===== src/hdl/cslk_map.svh =====
// register map, field positions and frame layout of the startup control block
`ifndef CSLK_MAP_SVH
`define CSLK_MAP_SVH
// register byte offsets
`define CSLK_REG_RXC    8'h00
`define CSLK_REG_TXC    8'h04
`define CSLK_REG_OVR    8'h08
`define CSLK_REG_ING    8'h0C
`define CSLK_REG_IST    8'h10
`define CSLK_REG_ICLR   8'h14
`define CSLK_REG_IEN    8'h18
`define CSLK_REG_MODE   8'h1C
// receive control bits
`define CSLK_RXC_DATA   0
`define CSLK_RXC_FLOW   1
// transmit control bits
`define CSLK_TXC_IDLE   0
`define CSLK_TXC_EN     1
`define CSLK_TXC_CC     2
`define CSLK_TXC_CD     3
// ready status override fields
`define CSLK_OVR_EGR    0
`define CSLK_OVR_ING    1
`define CSLK_OVR_RDY    7:6
`define CSLK_OVR_MASK   8'hC3
`define CSLK_OVR_RST    8'h03
// interrupt bits
`define CSLK_INT_DIDLE  0
`define CSLK_INT_FIDLE  1
// mode bits
`define CSLK_MODE_EGR   0
`define CSLK_MODE_SPX   1
// frame header: type, ready bits {control, data}, msb first on the wire
`define CSLK_HDR_TYPE   7:6
`define CSLK_HDR_RDY    5:4
`define CSLK_LAST_BIT   3'h7
`define CSLK_T_IDLE     2'h0
`define CSLK_T_CTRL     2'h1
`define CSLK_T_DATA     2'h2
`define CSLK_RDY_HIGH   2'h3
`define CSLK_HDR_PAD    4'h0
// pin pair layout: [1] start of frame, [0] serial bit
`define CSLK_PIN_SOF    1
`define CSLK_PIN_DAT    0
`endif


===== src/hdl/cslk_pkg.sv =====
// types shared by the startup control block
package cslk_pkg;
    typedef enum logic {CSLK_TX_WAIT, CSLK_TX_SHIFT} cslk_txst_t;
    typedef logic [7:0] cslk_hdr_t;
endpackage


===== src/hdl/cslk_rx_det.sv =====
// frame header receiver for one serial link path
`timescale 1ns/10ps
`include "cslk_map.svh"
module cslk_rx_det
    import cslk_pkg::*;
(
    input  wire logic       pclk,
    input  wire logic       presetn,
    input  wire logic       link_edge,
    input  wire logic       enable,
    input  wire logic       sof,
    input  wire logic       dat,
    output logic            hdr_valid,
    output cslk_hdr_t       hdr
);
    logic [2:0] cnt_ff;
    logic       in_frame_ff;

    // shift header bits in on each link edge; a frame starts with sof
    always_ff @(posedge pclk or negedge presetn)
    begin
        if (!presetn)
        begin
            hdr         <= 8'h00;
            cnt_ff      <= 3'h0;
            in_frame_ff <= 1'b0;
            hdr_valid   <= 1'b0;
        end
        else
        begin
            hdr_valid <= 1'b0;
            if (!enable)
            begin
                in_frame_ff <= 1'b0;  // frames seen while off are dropped
                cnt_ff      <= 3'h0;
            end
            else if (link_edge && (in_frame_ff || sof))
            begin
                hdr         <= {hdr[6:0], dat};
                cnt_ff      <= cnt_ff + 3'h1;
                in_frame_ff <= (cnt_ff != `CSLK_LAST_BIT);
                hdr_valid   <= (cnt_ff == `CSLK_LAST_BIT);
            end
        end
    end
endmodule


===== src/hdl/cslk_startup.sv =====
// cell link startup control: ready override, idle detection, tx/rx enables
//
// Functional notes
// - ingress resets with egress override forcing ready low
// - egress resets with ingress override forcing ready bits
// - idle frames accepted only after receive enable
// - first data idle sets flag and interrupt
// - first flow idle sets own flag, interrupt
// - override bits 7:6 give forced ready values
// - clearing egress override sends own idle state
// - idle plus enable sends idle frames, ready low
// - without ingress override, ready follows sideband input
// - sideband ready low until idle detected, then high
// - sideband ready bits go into sent headers
// - ingress status shows received manager ready bits
// - normal frames only with both frame enables
// - simplex ingress flow output sends ready high
// - simplex runs data and flow paths independently
//
// The implementer's own choices: the register offsets and the APB slave port.
`timescale 1ns/10ps
`include "cslk_map.svh"
module cslk_startup
    import cslk_pkg::*;
(
    input  wire logic        pclk,
    input  wire logic        presetn,
    input  wire logic        psel,
    input  wire logic        penable,
    input  wire logic        pwrite,
    input  wire logic [7:0]  paddr,
    input  wire logic [31:0] pwdata,
    output logic             pready,
    output logic             pslverr,
    output logic [31:0]      prdata,
    output logic             irq,
    input  wire logic        link_clk,
    input  wire logic [1:0]  rx_data_pins,
    input  wire logic [1:0]  rx_flow_pins,
    input  wire logic [1:0]  ready_sideband_in,
    output logic [1:0]       tx_data_pins,
    output logic [1:0]       tx_flow_pins,
    output logic [1:0]       ready_sideband_out
);
    //------------------------------------------------------------
    // pin synchronisers
    //------------------------------------------------------------
    localparam int NPIN = 7;
    logic [NPIN-1:0] raw;
    logic [NPIN-1:0] s1_ff;
    logic [NPIN-1:0] s2_ff;
    logic [NPIN-1:0] s3_ff;
    logic [NPIN-1:0] st_ff;
    logic            lk_prev_ff;
    logic            link_edge;

    assign raw = {link_clk, rx_data_pins, rx_flow_pins, ready_sideband_in};

    // three stages; a level counts once stages two and three agree
    generate
        for (genvar i = 0; i < NPIN; i++)
        begin : g_sync
            always_ff @(posedge pclk or negedge presetn)
            begin
                if (!presetn)
                begin
                    s1_ff[i] <= 1'b0;
                    s2_ff[i] <= 1'b0;
                    s3_ff[i] <= 1'b0;
                    st_ff[i] <= 1'b0;
                end
                else
                begin
                    s1_ff[i] <= raw[i];
                    s2_ff[i] <= s1_ff[i];
                    s3_ff[i] <= s2_ff[i];
                    if (s2_ff[i] == s3_ff[i])
                        st_ff[i] <= s3_ff[i];
                end
            end
        end
    endgenerate

    // link clock rising edge found in the pclk domain
    always_ff @(posedge pclk or negedge presetn)
    begin
        if (!presetn)
            lk_prev_ff <= 1'b0;
        else
            lk_prev_ff <= st_ff[6];
    end

    assign link_edge = st_ff[6] & ~lk_prev_ff;

    //------------------------------------------------------------
    // registers
    //------------------------------------------------------------
    logic [1:0] rx_ctrl_ff;
    logic [3:0] tx_ctrl_ff;
    logic [7:0] ovr_ff;
    logic [1:0] int_en_ff;
    logic [1:0] int_st_ff;
    logic [1:0] mode_ff;
    logic [1:0] mgr_rdy_ff;
    logic       data_seen_ff;
    logic       flow_seen_ff;
    logic       wr;
    logic       mapped;
    logic [31:0] nxt_rdata;
    logic [1:0] int_set;
    logic [1:0] int_clr;

    assign wr = psel & penable & pwrite;

    // read mux and address decode
    always_comb
    begin
        nxt_rdata = 32'h0000_0000;
        mapped    = 1'b1;
        if (paddr == `CSLK_REG_RXC)
            nxt_rdata[1:0] = rx_ctrl_ff;
        else if (paddr == `CSLK_REG_TXC)
            nxt_rdata[3:0] = tx_ctrl_ff;
        else if (paddr == `CSLK_REG_OVR)
            nxt_rdata[7:0] = ovr_ff;
        else if (paddr == `CSLK_REG_ING)
            nxt_rdata[1:0] = mgr_rdy_ff;
        else if (paddr == `CSLK_REG_IST)
            nxt_rdata[1:0] = int_st_ff;
        else if (paddr == `CSLK_REG_ICLR)
            nxt_rdata[1:0] = 2'h0;        // write only
        else if (paddr == `CSLK_REG_IEN)
            nxt_rdata[1:0] = int_en_ff;
        else if (paddr == `CSLK_REG_MODE)
            nxt_rdata[1:0] = mode_ff;
        else
            mapped = 1'b0;
    end

    // zero wait states; read data captured in the setup cycle
    assign pready  = 1'b1;
    assign pslverr = psel & penable & ~mapped;

    always_ff @(posedge pclk or negedge presetn)
    begin
        if (!presetn)
            prdata <= 32'h0000_0000;
        else if (psel && !penable)
            prdata <= nxt_rdata;
    end

    // control registers
    always_ff @(posedge pclk or negedge presetn)
    begin
        if (!presetn)
        begin
            rx_ctrl_ff <= 2'h0;
            tx_ctrl_ff <= 4'h0;
            ovr_ff     <= `CSLK_OVR_RST;
            int_en_ff  <= 2'h0;
            mode_ff    <= 2'h0;
        end
        else if (wr)
        begin
            if (paddr == `CSLK_REG_RXC)
                rx_ctrl_ff <= pwdata[1:0];
            else if (paddr == `CSLK_REG_TXC)
                tx_ctrl_ff <= pwdata[3:0];
            else if (paddr == `CSLK_REG_OVR)
                ovr_ff <= pwdata[7:0] & `CSLK_OVR_MASK;
            else if (paddr == `CSLK_REG_IEN)
                int_en_ff <= pwdata[1:0];
            else if (paddr == `CSLK_REG_MODE)
                mode_ff <= pwdata[1:0];
        end
    end

    //------------------------------------------------------------
    // receive paths
    //------------------------------------------------------------
    logic      d_valid;
    cslk_hdr_t d_hdr;
    logic      f_valid;
    cslk_hdr_t f_hdr;
    logic      s_valid;
    cslk_hdr_t s_hdr;
    logic      d_idle;
    logic      f_idle;

    // data and flow receivers run independently of each other
    cslk_rx_det u_rx_data (
        .pclk      (pclk),
        .presetn   (presetn),
        .link_edge (link_edge),
        .enable    (rx_ctrl_ff[`CSLK_RXC_DATA]),
        .sof       (st_ff[5]),
        .dat       (st_ff[4]),
        .hdr_valid (d_valid),
        .hdr       (d_hdr)
    );

    cslk_rx_det u_rx_flow (
        .pclk      (pclk),
        .presetn   (presetn),
        .link_edge (link_edge),
        .enable    (rx_ctrl_ff[`CSLK_RXC_FLOW]),
        .sof       (st_ff[3]),
        .dat       (st_ff[2]),
        .hdr_valid (f_valid),
        .hdr       (f_hdr)
    );

    // the sideband from the partner device is always listened to
    cslk_rx_det u_rx_side (
        .pclk      (pclk),
        .presetn   (presetn),
        .link_edge (link_edge),
        .enable    (1'b1),
        .sof       (st_ff[1]),
        .dat       (st_ff[0]),
        .hdr_valid (s_valid),
        .hdr       (s_hdr)
    );

    assign d_idle = d_valid && (d_hdr[`CSLK_HDR_TYPE] == `CSLK_T_IDLE);
    assign f_idle = f_valid && (f_hdr[`CSLK_HDR_TYPE] == `CSLK_T_IDLE);

    // latched manager ready bits from the sideband
    always_ff @(posedge pclk or negedge presetn)
    begin
        if (!presetn)
            mgr_rdy_ff <= 2'h0;
        else if (s_valid)
            mgr_rdy_ff <= s_hdr[`CSLK_HDR_RDY];
    end

    // idle seen state; forgotten when the path is disabled so a
    // restart reports the next first idle again
    always_ff @(posedge pclk or negedge presetn)
    begin
        if (!presetn)
        begin
            data_seen_ff <= 1'b0;
            flow_seen_ff <= 1'b0;
        end
        else
        begin
            if (!rx_ctrl_ff[`CSLK_RXC_DATA])
                data_seen_ff <= 1'b0;
            else if (d_idle)
                data_seen_ff <= 1'b1;
            if (!rx_ctrl_ff[`CSLK_RXC_FLOW])
                flow_seen_ff <= 1'b0;
            else if (f_idle)
                flow_seen_ff <= 1'b1;
        end
    end

    //------------------------------------------------------------
    // interrupts
    //------------------------------------------------------------
    assign int_set[`CSLK_INT_DIDLE] = d_idle & ~data_seen_ff;
    assign int_set[`CSLK_INT_FIDLE] = f_idle & ~flow_seen_ff;
    assign int_clr = (wr && paddr == `CSLK_REG_ICLR) ? pwdata[1:0] : 2'h0;

    // sticky status; a set in the clearing cycle wins
    always_ff @(posedge pclk or negedge presetn)
    begin
        if (!presetn)
            int_st_ff <= 2'h0;
        else
            int_st_ff <= (int_st_ff & ~int_clr) | int_set;
    end

    always_ff @(posedge pclk or negedge presetn)
    begin
        if (!presetn)
            irq <= 1'b0;
        else
            irq <= |(int_st_ff & int_en_ff);
    end

    //------------------------------------------------------------
    // transmit paths
    //------------------------------------------------------------
    logic      tx_normal;
    logic      tx_on;
    logic      alt_ff;
    logic      d_load;
    logic [1:0] d_type;
    logic [1:0] d_rdy;
    logic [1:0] s_rdy;
    logic [1:0] f_rdy;
    cslk_hdr_t d_out;
    cslk_hdr_t s_out;
    cslk_hdr_t f_out;
    logic      side_on;
    logic      flow_on;

    // normal frames need both frame enables
    assign tx_normal = tx_ctrl_ff[`CSLK_TXC_CC] &
                       tx_ctrl_ff[`CSLK_TXC_CD];
    assign tx_on = tx_ctrl_ff[`CSLK_TXC_EN] &
                   (tx_ctrl_ff[`CSLK_TXC_IDLE] | tx_normal);

    // control and data frames alternate once normal traffic runs
    always_ff @(posedge pclk or negedge presetn)
    begin
        if (!presetn)
            alt_ff <= 1'b0;
        else if (d_load && tx_normal)
            alt_ff <= ~alt_ff;
    end

    assign d_type = !tx_normal ? `CSLK_T_IDLE :
                    (alt_ff ? `CSLK_T_DATA : `CSLK_T_CTRL);

    // forced values while overridden, else partner's ready bits
    assign d_rdy = ovr_ff[`CSLK_OVR_ING] ? ovr_ff[`CSLK_OVR_RDY]
                                         : mgr_rdy_ff;
    assign d_out = {d_type, d_rdy, `CSLK_HDR_PAD};

    // sideband reports our own receiver state unless overridden
    assign s_rdy = ovr_ff[`CSLK_OVR_EGR] ? ovr_ff[`CSLK_OVR_RDY]
                                         : {2{data_seen_ff}};
    assign s_out = {`CSLK_T_IDLE, s_rdy, `CSLK_HDR_PAD};

    // simplex ingress flow output: ready high once override released
    assign f_rdy = ovr_ff[`CSLK_OVR_EGR] ? ovr_ff[`CSLK_OVR_RDY]
                                         : `CSLK_RDY_HIGH;
    assign f_out = {`CSLK_T_IDLE, f_rdy, `CSLK_HDR_PAD};

    assign side_on = ~mode_ff[`CSLK_MODE_SPX];
    assign flow_on = mode_ff[`CSLK_MODE_SPX] & ~mode_ff[`CSLK_MODE_EGR];

    cslk_tx_ser u_tx_data (
        .pclk      (pclk),
        .presetn   (presetn),
        .link_edge (link_edge),
        .enable    (tx_on),
        .hdr       (d_out),
        .load      (d_load),
        .pins      (tx_data_pins)
    );

    cslk_tx_ser u_tx_side (
        .pclk      (pclk),
        .presetn   (presetn),
        .link_edge (link_edge),
        .enable    (side_on),
        .hdr       (s_out),
        .load      (),
        .pins      (ready_sideband_out)
    );

    cslk_tx_ser u_tx_flow (
        .pclk      (pclk),
        .presetn   (presetn),
        .link_edge (link_edge),
        .enable    (flow_on),
        .hdr       (f_out),
        .load      (),
        .pins      (tx_flow_pins)
    );
endmodule


===== src/hdl/cslk_tx_ser.sv =====
// frame header serializer for one serial link path
`timescale 1ns/10ps
`include "cslk_map.svh"
module cslk_tx_ser
    import cslk_pkg::*;
(
    input  wire logic       pclk,
    input  wire logic       presetn,
    input  wire logic       link_edge,
    input  wire logic       enable,
    input  cslk_hdr_t       hdr,
    output logic            load,
    output logic [1:0]      pins
);
    cslk_txst_t state_ff;
    cslk_hdr_t  sh_ff;
    logic [2:0] cnt_ff;

    // frames follow back to back while enabled; header is latched at start
    assign load = link_edge && enable &&
                  ((state_ff == CSLK_TX_WAIT) || (cnt_ff == `CSLK_LAST_BIT));

    always_ff @(posedge pclk or negedge presetn)
    begin
        if (!presetn)
        begin
            state_ff <= CSLK_TX_WAIT;
            sh_ff    <= 8'h00;
            cnt_ff   <= 3'h0;
            pins     <= 2'h0;
        end
        else if (load)
        begin
            state_ff             <= CSLK_TX_SHIFT;
            sh_ff                <= {hdr[6:0], 1'b0};
            cnt_ff               <= 3'h0;
            pins[`CSLK_PIN_SOF] <= 1'b1;
            pins[`CSLK_PIN_DAT] <= hdr[7];
        end
        else if (link_edge)
        begin
            case (state_ff)
                CSLK_TX_SHIFT:
                begin
                    if (cnt_ff == `CSLK_LAST_BIT)
                    begin
                        state_ff <= CSLK_TX_WAIT;
                        pins     <= 2'h0;
                    end
                    else
                    begin
                        cnt_ff               <= cnt_ff + 3'h1;
                        sh_ff                <= {sh_ff[6:0], 1'b0};
                        pins[`CSLK_PIN_SOF] <= 1'b0;
                        pins[`CSLK_PIN_DAT] <= sh_ff[7];
                    end
                end
                default:
                begin
                    pins <= 2'h0;
                end
            endcase
        end
    end
endmodule


===== config.mk =====
export PLATFORM = sky130hd
export DESIGN_NAME = cslk_startup
export DESIGN_NICKNAME = d
export VERILOG_FILES = /design/src/hdl/cslk_pkg.sv /design/src/hdl/cslk_rx_det.sv /design/src/hdl/cslk_startup.sv /design/src/hdl/cslk_tx_ser.sv
export VERILOG_INCLUDE_DIRS = /design/src /design/src/hdl
export SDC_FILE = /design/constraint.sdc
export NUM_CORES = 1
export LEC_CHECK = 0
export ABC_CLOCK_PERIOD_IN_PS = 1900
export BUFFER_PORTS_ARGS = -buffer_cell sky130_fd_sc_hd__buf_2
export CAP_MARGIN = 5
export CORE_MARGIN = 4
export CORE_UTILIZATION = 35
export CTS_CLUSTER_DIAMETER = 40
export DETAILED_ROUTE_END_ITERATION = 10
export PLACE_DENSITY = 0.58
export SYNTH_ARGS = -nofsm -noshare
export SYNTH_HDL_FRONTEND = slang
export SYNTH_SLANG_ARGS = --single-unit

===== constraint.sdc =====
create_clock -name pclk -period 1.9 [get_ports pclk]
set_input_delay 0.38 -clock pclk [delete_from_list [all_inputs] [get_ports pclk]]
set_output_delay 0.38 -clock pclk [all_outputs]
set_load 0.005 [all_outputs]

==> metrics.yaml <==
yosysTopAreaCellShare: 0.583
grt_usage: 0.127
ios: 93
synth_edf_count: 0
clk_path_buf_depth: 2
design_area_mm2: 0.00611
drcViolationCount: 0
drt-total-wl_um: 9410
numClockSinks: 121
initial_core_util: 0.363
die_y_um: 129
tritoncts: "yes"
yosysUniqueCellTypes: 49
setup-violations-final: 0
min_period_ns: 1.69
grt_pass1_vias: 3281
cts_buffers: 17
slowest_delay_ns: 0.39
tightest_slew_ns: 0.667
p_int_mw: 5.18
rrSetupSlack_ns: 0.21
rows: 43
io_buffers: 39
timing.fmax_ghz: 0.592
syn_area_mm2: 0.00511
postCtsSetupBuffers: 0
drtAntennaViolNets: 0
synthAdderAreaFrac: 0.0431
power_density_mw_per_mm2: 1090
drtIter0Drc: 199
synth_top_area_cell: "dfrtp_1"
placed_cells: 634
crit_chain: "ha_1 -> ha_1 -> nor2b_1 -> nand2_1 -> o21ai_1 -> mux2i_1"
synth_mux_area_frac: 0.114
die_area_mm2: 0.0166
stdcell_count: 666
path_common_cell: "ha_1"
yosysMostFrequentCell: "dfrtp_1"
r2r_end: "u_tx_data.cnt_ff[0]"
rsz0062_at_grt: "no"
period_share: 0.889
crit_start: "u_tx_data.cnt_ff[0]"
switching_share: 0.226
synth_common_cells: "119 x dfrtp_1, 43 x mux2_2, 42 x nand2_1"
finalNetCount: 537
htreeDepth: 4
worstHoldPathType: "input port to async pin"
path_class: "flip-flop to flip-flop"
cp-endpoint: "u_tx_data.cnt_ff[0]"
yosysWarnings: 0
peakVddDrop_mv: 0.808
cap_violations: 0
synth_xor_area_frac: 0.00685
critPathLaunchType: "flip-flop"
drt_pass1_iterations: 4
synthSimpleGateAreaFrac: 0.126
p_leak_nw: 2.94
yosysSeqAreaShare: 0.593
grt_max_degree: 122
combPwrFrac: 0.084
synthArstFlopShare: 1.00
grt_pass1_wl_um: 16200
synth.top_cells.by_area: "dfrtp_1 58%, mux2_2 9.5%, buf_4 4.0%"
nFillCells: 1296
place_congestion: 0.779
holdBufCountCts: 0
finalClockSkew_ns: 0.00682
pwr-share-clk: 0.477
synth_compound_area_frac: 0.0634
synth_top_family_by_area: "simple AND/OR/NAND/NOR gates"
worstPathArrival_ns: 1.97
slew_headroom: 0.551
syn_to_final_growth_pct: 19.5
syn_inst: 410
drive_gt1_frac: 0.288
wl_per_cell_um: 14.1
p_seq_frac: 0.438
synth_flop_cell: "dfrtp_1"
diodes: 0
setup_tns_ns: 0
antenna_found_initial: 0
die_x_um: 129
cp_max_fo: 5
syn_avg_cell_area_um2: 12.5
outcome: "completed"
synth_seq_cells: 121
dp_hpwl_um: 6580
clockRootBuffer: "clkbuf_16"
cpMaxStageDelayCell: "dfrtp_1"
r2r_start: "u_tx_data.cnt_ff[0]"
reg2regPathDepth: 6
slew_violations: 0
clock_latency_ns: 0.41
grt_overflow: 0
whs_ns: 0.0571
endpoint_kind: "flip-flop"
place_area_mm2: 0.00551
p_switching_mw: 1.51
avgViaCountPerCell: 4.69
clk_pin_slew_worst_paths_ns: 0.05
core-area_mm2: 0.0141
cp.required_ns: 2.18
vias: 3124
hold_violations: 0
## how the worst min path moves through the flow
stage	end	cells past startpoint
global route	s1_ff[1]	1
detailed placement	s2_ff[5]	0
global placement	s2_ff[4]	0
finish	s1_ff[4]	2
floorplan	alt_ff	0
CTS	s1_ff[0]	1
## power by group through the flow
stage               Clock (mW)  Combinational [mW]  Sequential, mW
floorplan                    0               0.407            2.94
global placement             0               0.552            2.97
detailed placement           0               0.577            2.98
CTS                       3.28               0.579            2.94
global route              3.40               0.657            2.97
finish                    3.19               0.565            2.93
## cells in the final DEF (no fill, tap or decap), types with 3 or more instances in the layout
cell	instances
xor2_1	4
buf_4	16
inv_1	5
mux2i_1	10
clkinvlp_4	3
dfrtp_1	119
a21oi_1	8
buf_2	38
o21ai_0	11
mux2_2	43
nand2_1	42
nor2b_1	16
bufinv_16	3
conb_1	27
o22ai_1	5
and3_1	4
nand2b_1	4
nor2_1	17
and2_1	6
clkbuf_16	17
clkinv_2	4
nor3_1	5
a22o_1	9
nand3_1	10
maj3_1	7
ha_1	12
## layer usage
metal / GRT usage / routed length (um) / vias up
met4: 0.0574 / 194 / 0
met3: 0.0486 / 554 / 17
met1: 0.165 / 4360 / 1527
li1: - / - / 1508
met5: 0 / 0 / -
met2: 0.188 / 4300 / 72
## area by class of cell
class                   instances  area [um2]  share of cell area
clock buffers                  20         447              0.0731
clock inverters                12         150              0.0246
inverters                       5        18.8             0.00307
multi-input cells             273        1910               0.312
flip-flops and latches        121        3030               0.496
well taps                     180         225              0.0369
repair buffers                 55         330              0.0541
## cell families (layout without fill, tap and decap cells)
kind of cell	Yosys count	count (layout)
XOR/XNOR	4	4
buffers and inverters	41	92
flip-flops	121	121
multiplexers	53	53
AND/OR/NAND/NOR	122	122
adder cells (fa/ha/maj)	19	19
AO/OA/AOI/OAI	48	48
other	2	27
## flip-flops by register name (all words and copies together), names as in the netlist, 6 cells and up
| signal | count |
|---|---|
| prdata | 6 |
| s1_ff | 7 |
| s2_ff | 7 |
| s3_ff | 7 |
| st_ff | 7 |
| u_rx_data.hdr | 8 |
| u_rx_flow.hdr | 8 |
| u_rx_side.hdr | 6 |
## stage by stage
step	total power, mW	worst slack, ns	util
after floorplan	3.35	0.138	-
after global placement	3.52	0.128	0.391
after detailed placement	3.56	0.0787	0.391
after CTS	6.80	0.170	0.433
after global routing	7.03	0.0273	0.433
final	6.69	0.211	0.433
## worst max-delay path: cells and delay by family, from the launching register on
kind | cells | cell delay [ns]
AO/OA/AOI/OAI | 1 | 0.22
flip-flops | 1 | 0.39
AND/OR/NAND/NOR | 2 | 0.43
adder cells (fa/ha/maj) | 2 | 0.39
multiplexers | 1 | 0.12
## what timing repair did
action	4_1_cts	5_1_grt
endpoints found under the setup margin	0	2
endpoints found under the hold margin	0	0
gates resized for setup	0	1
Power figures use the tool's default switching activity.
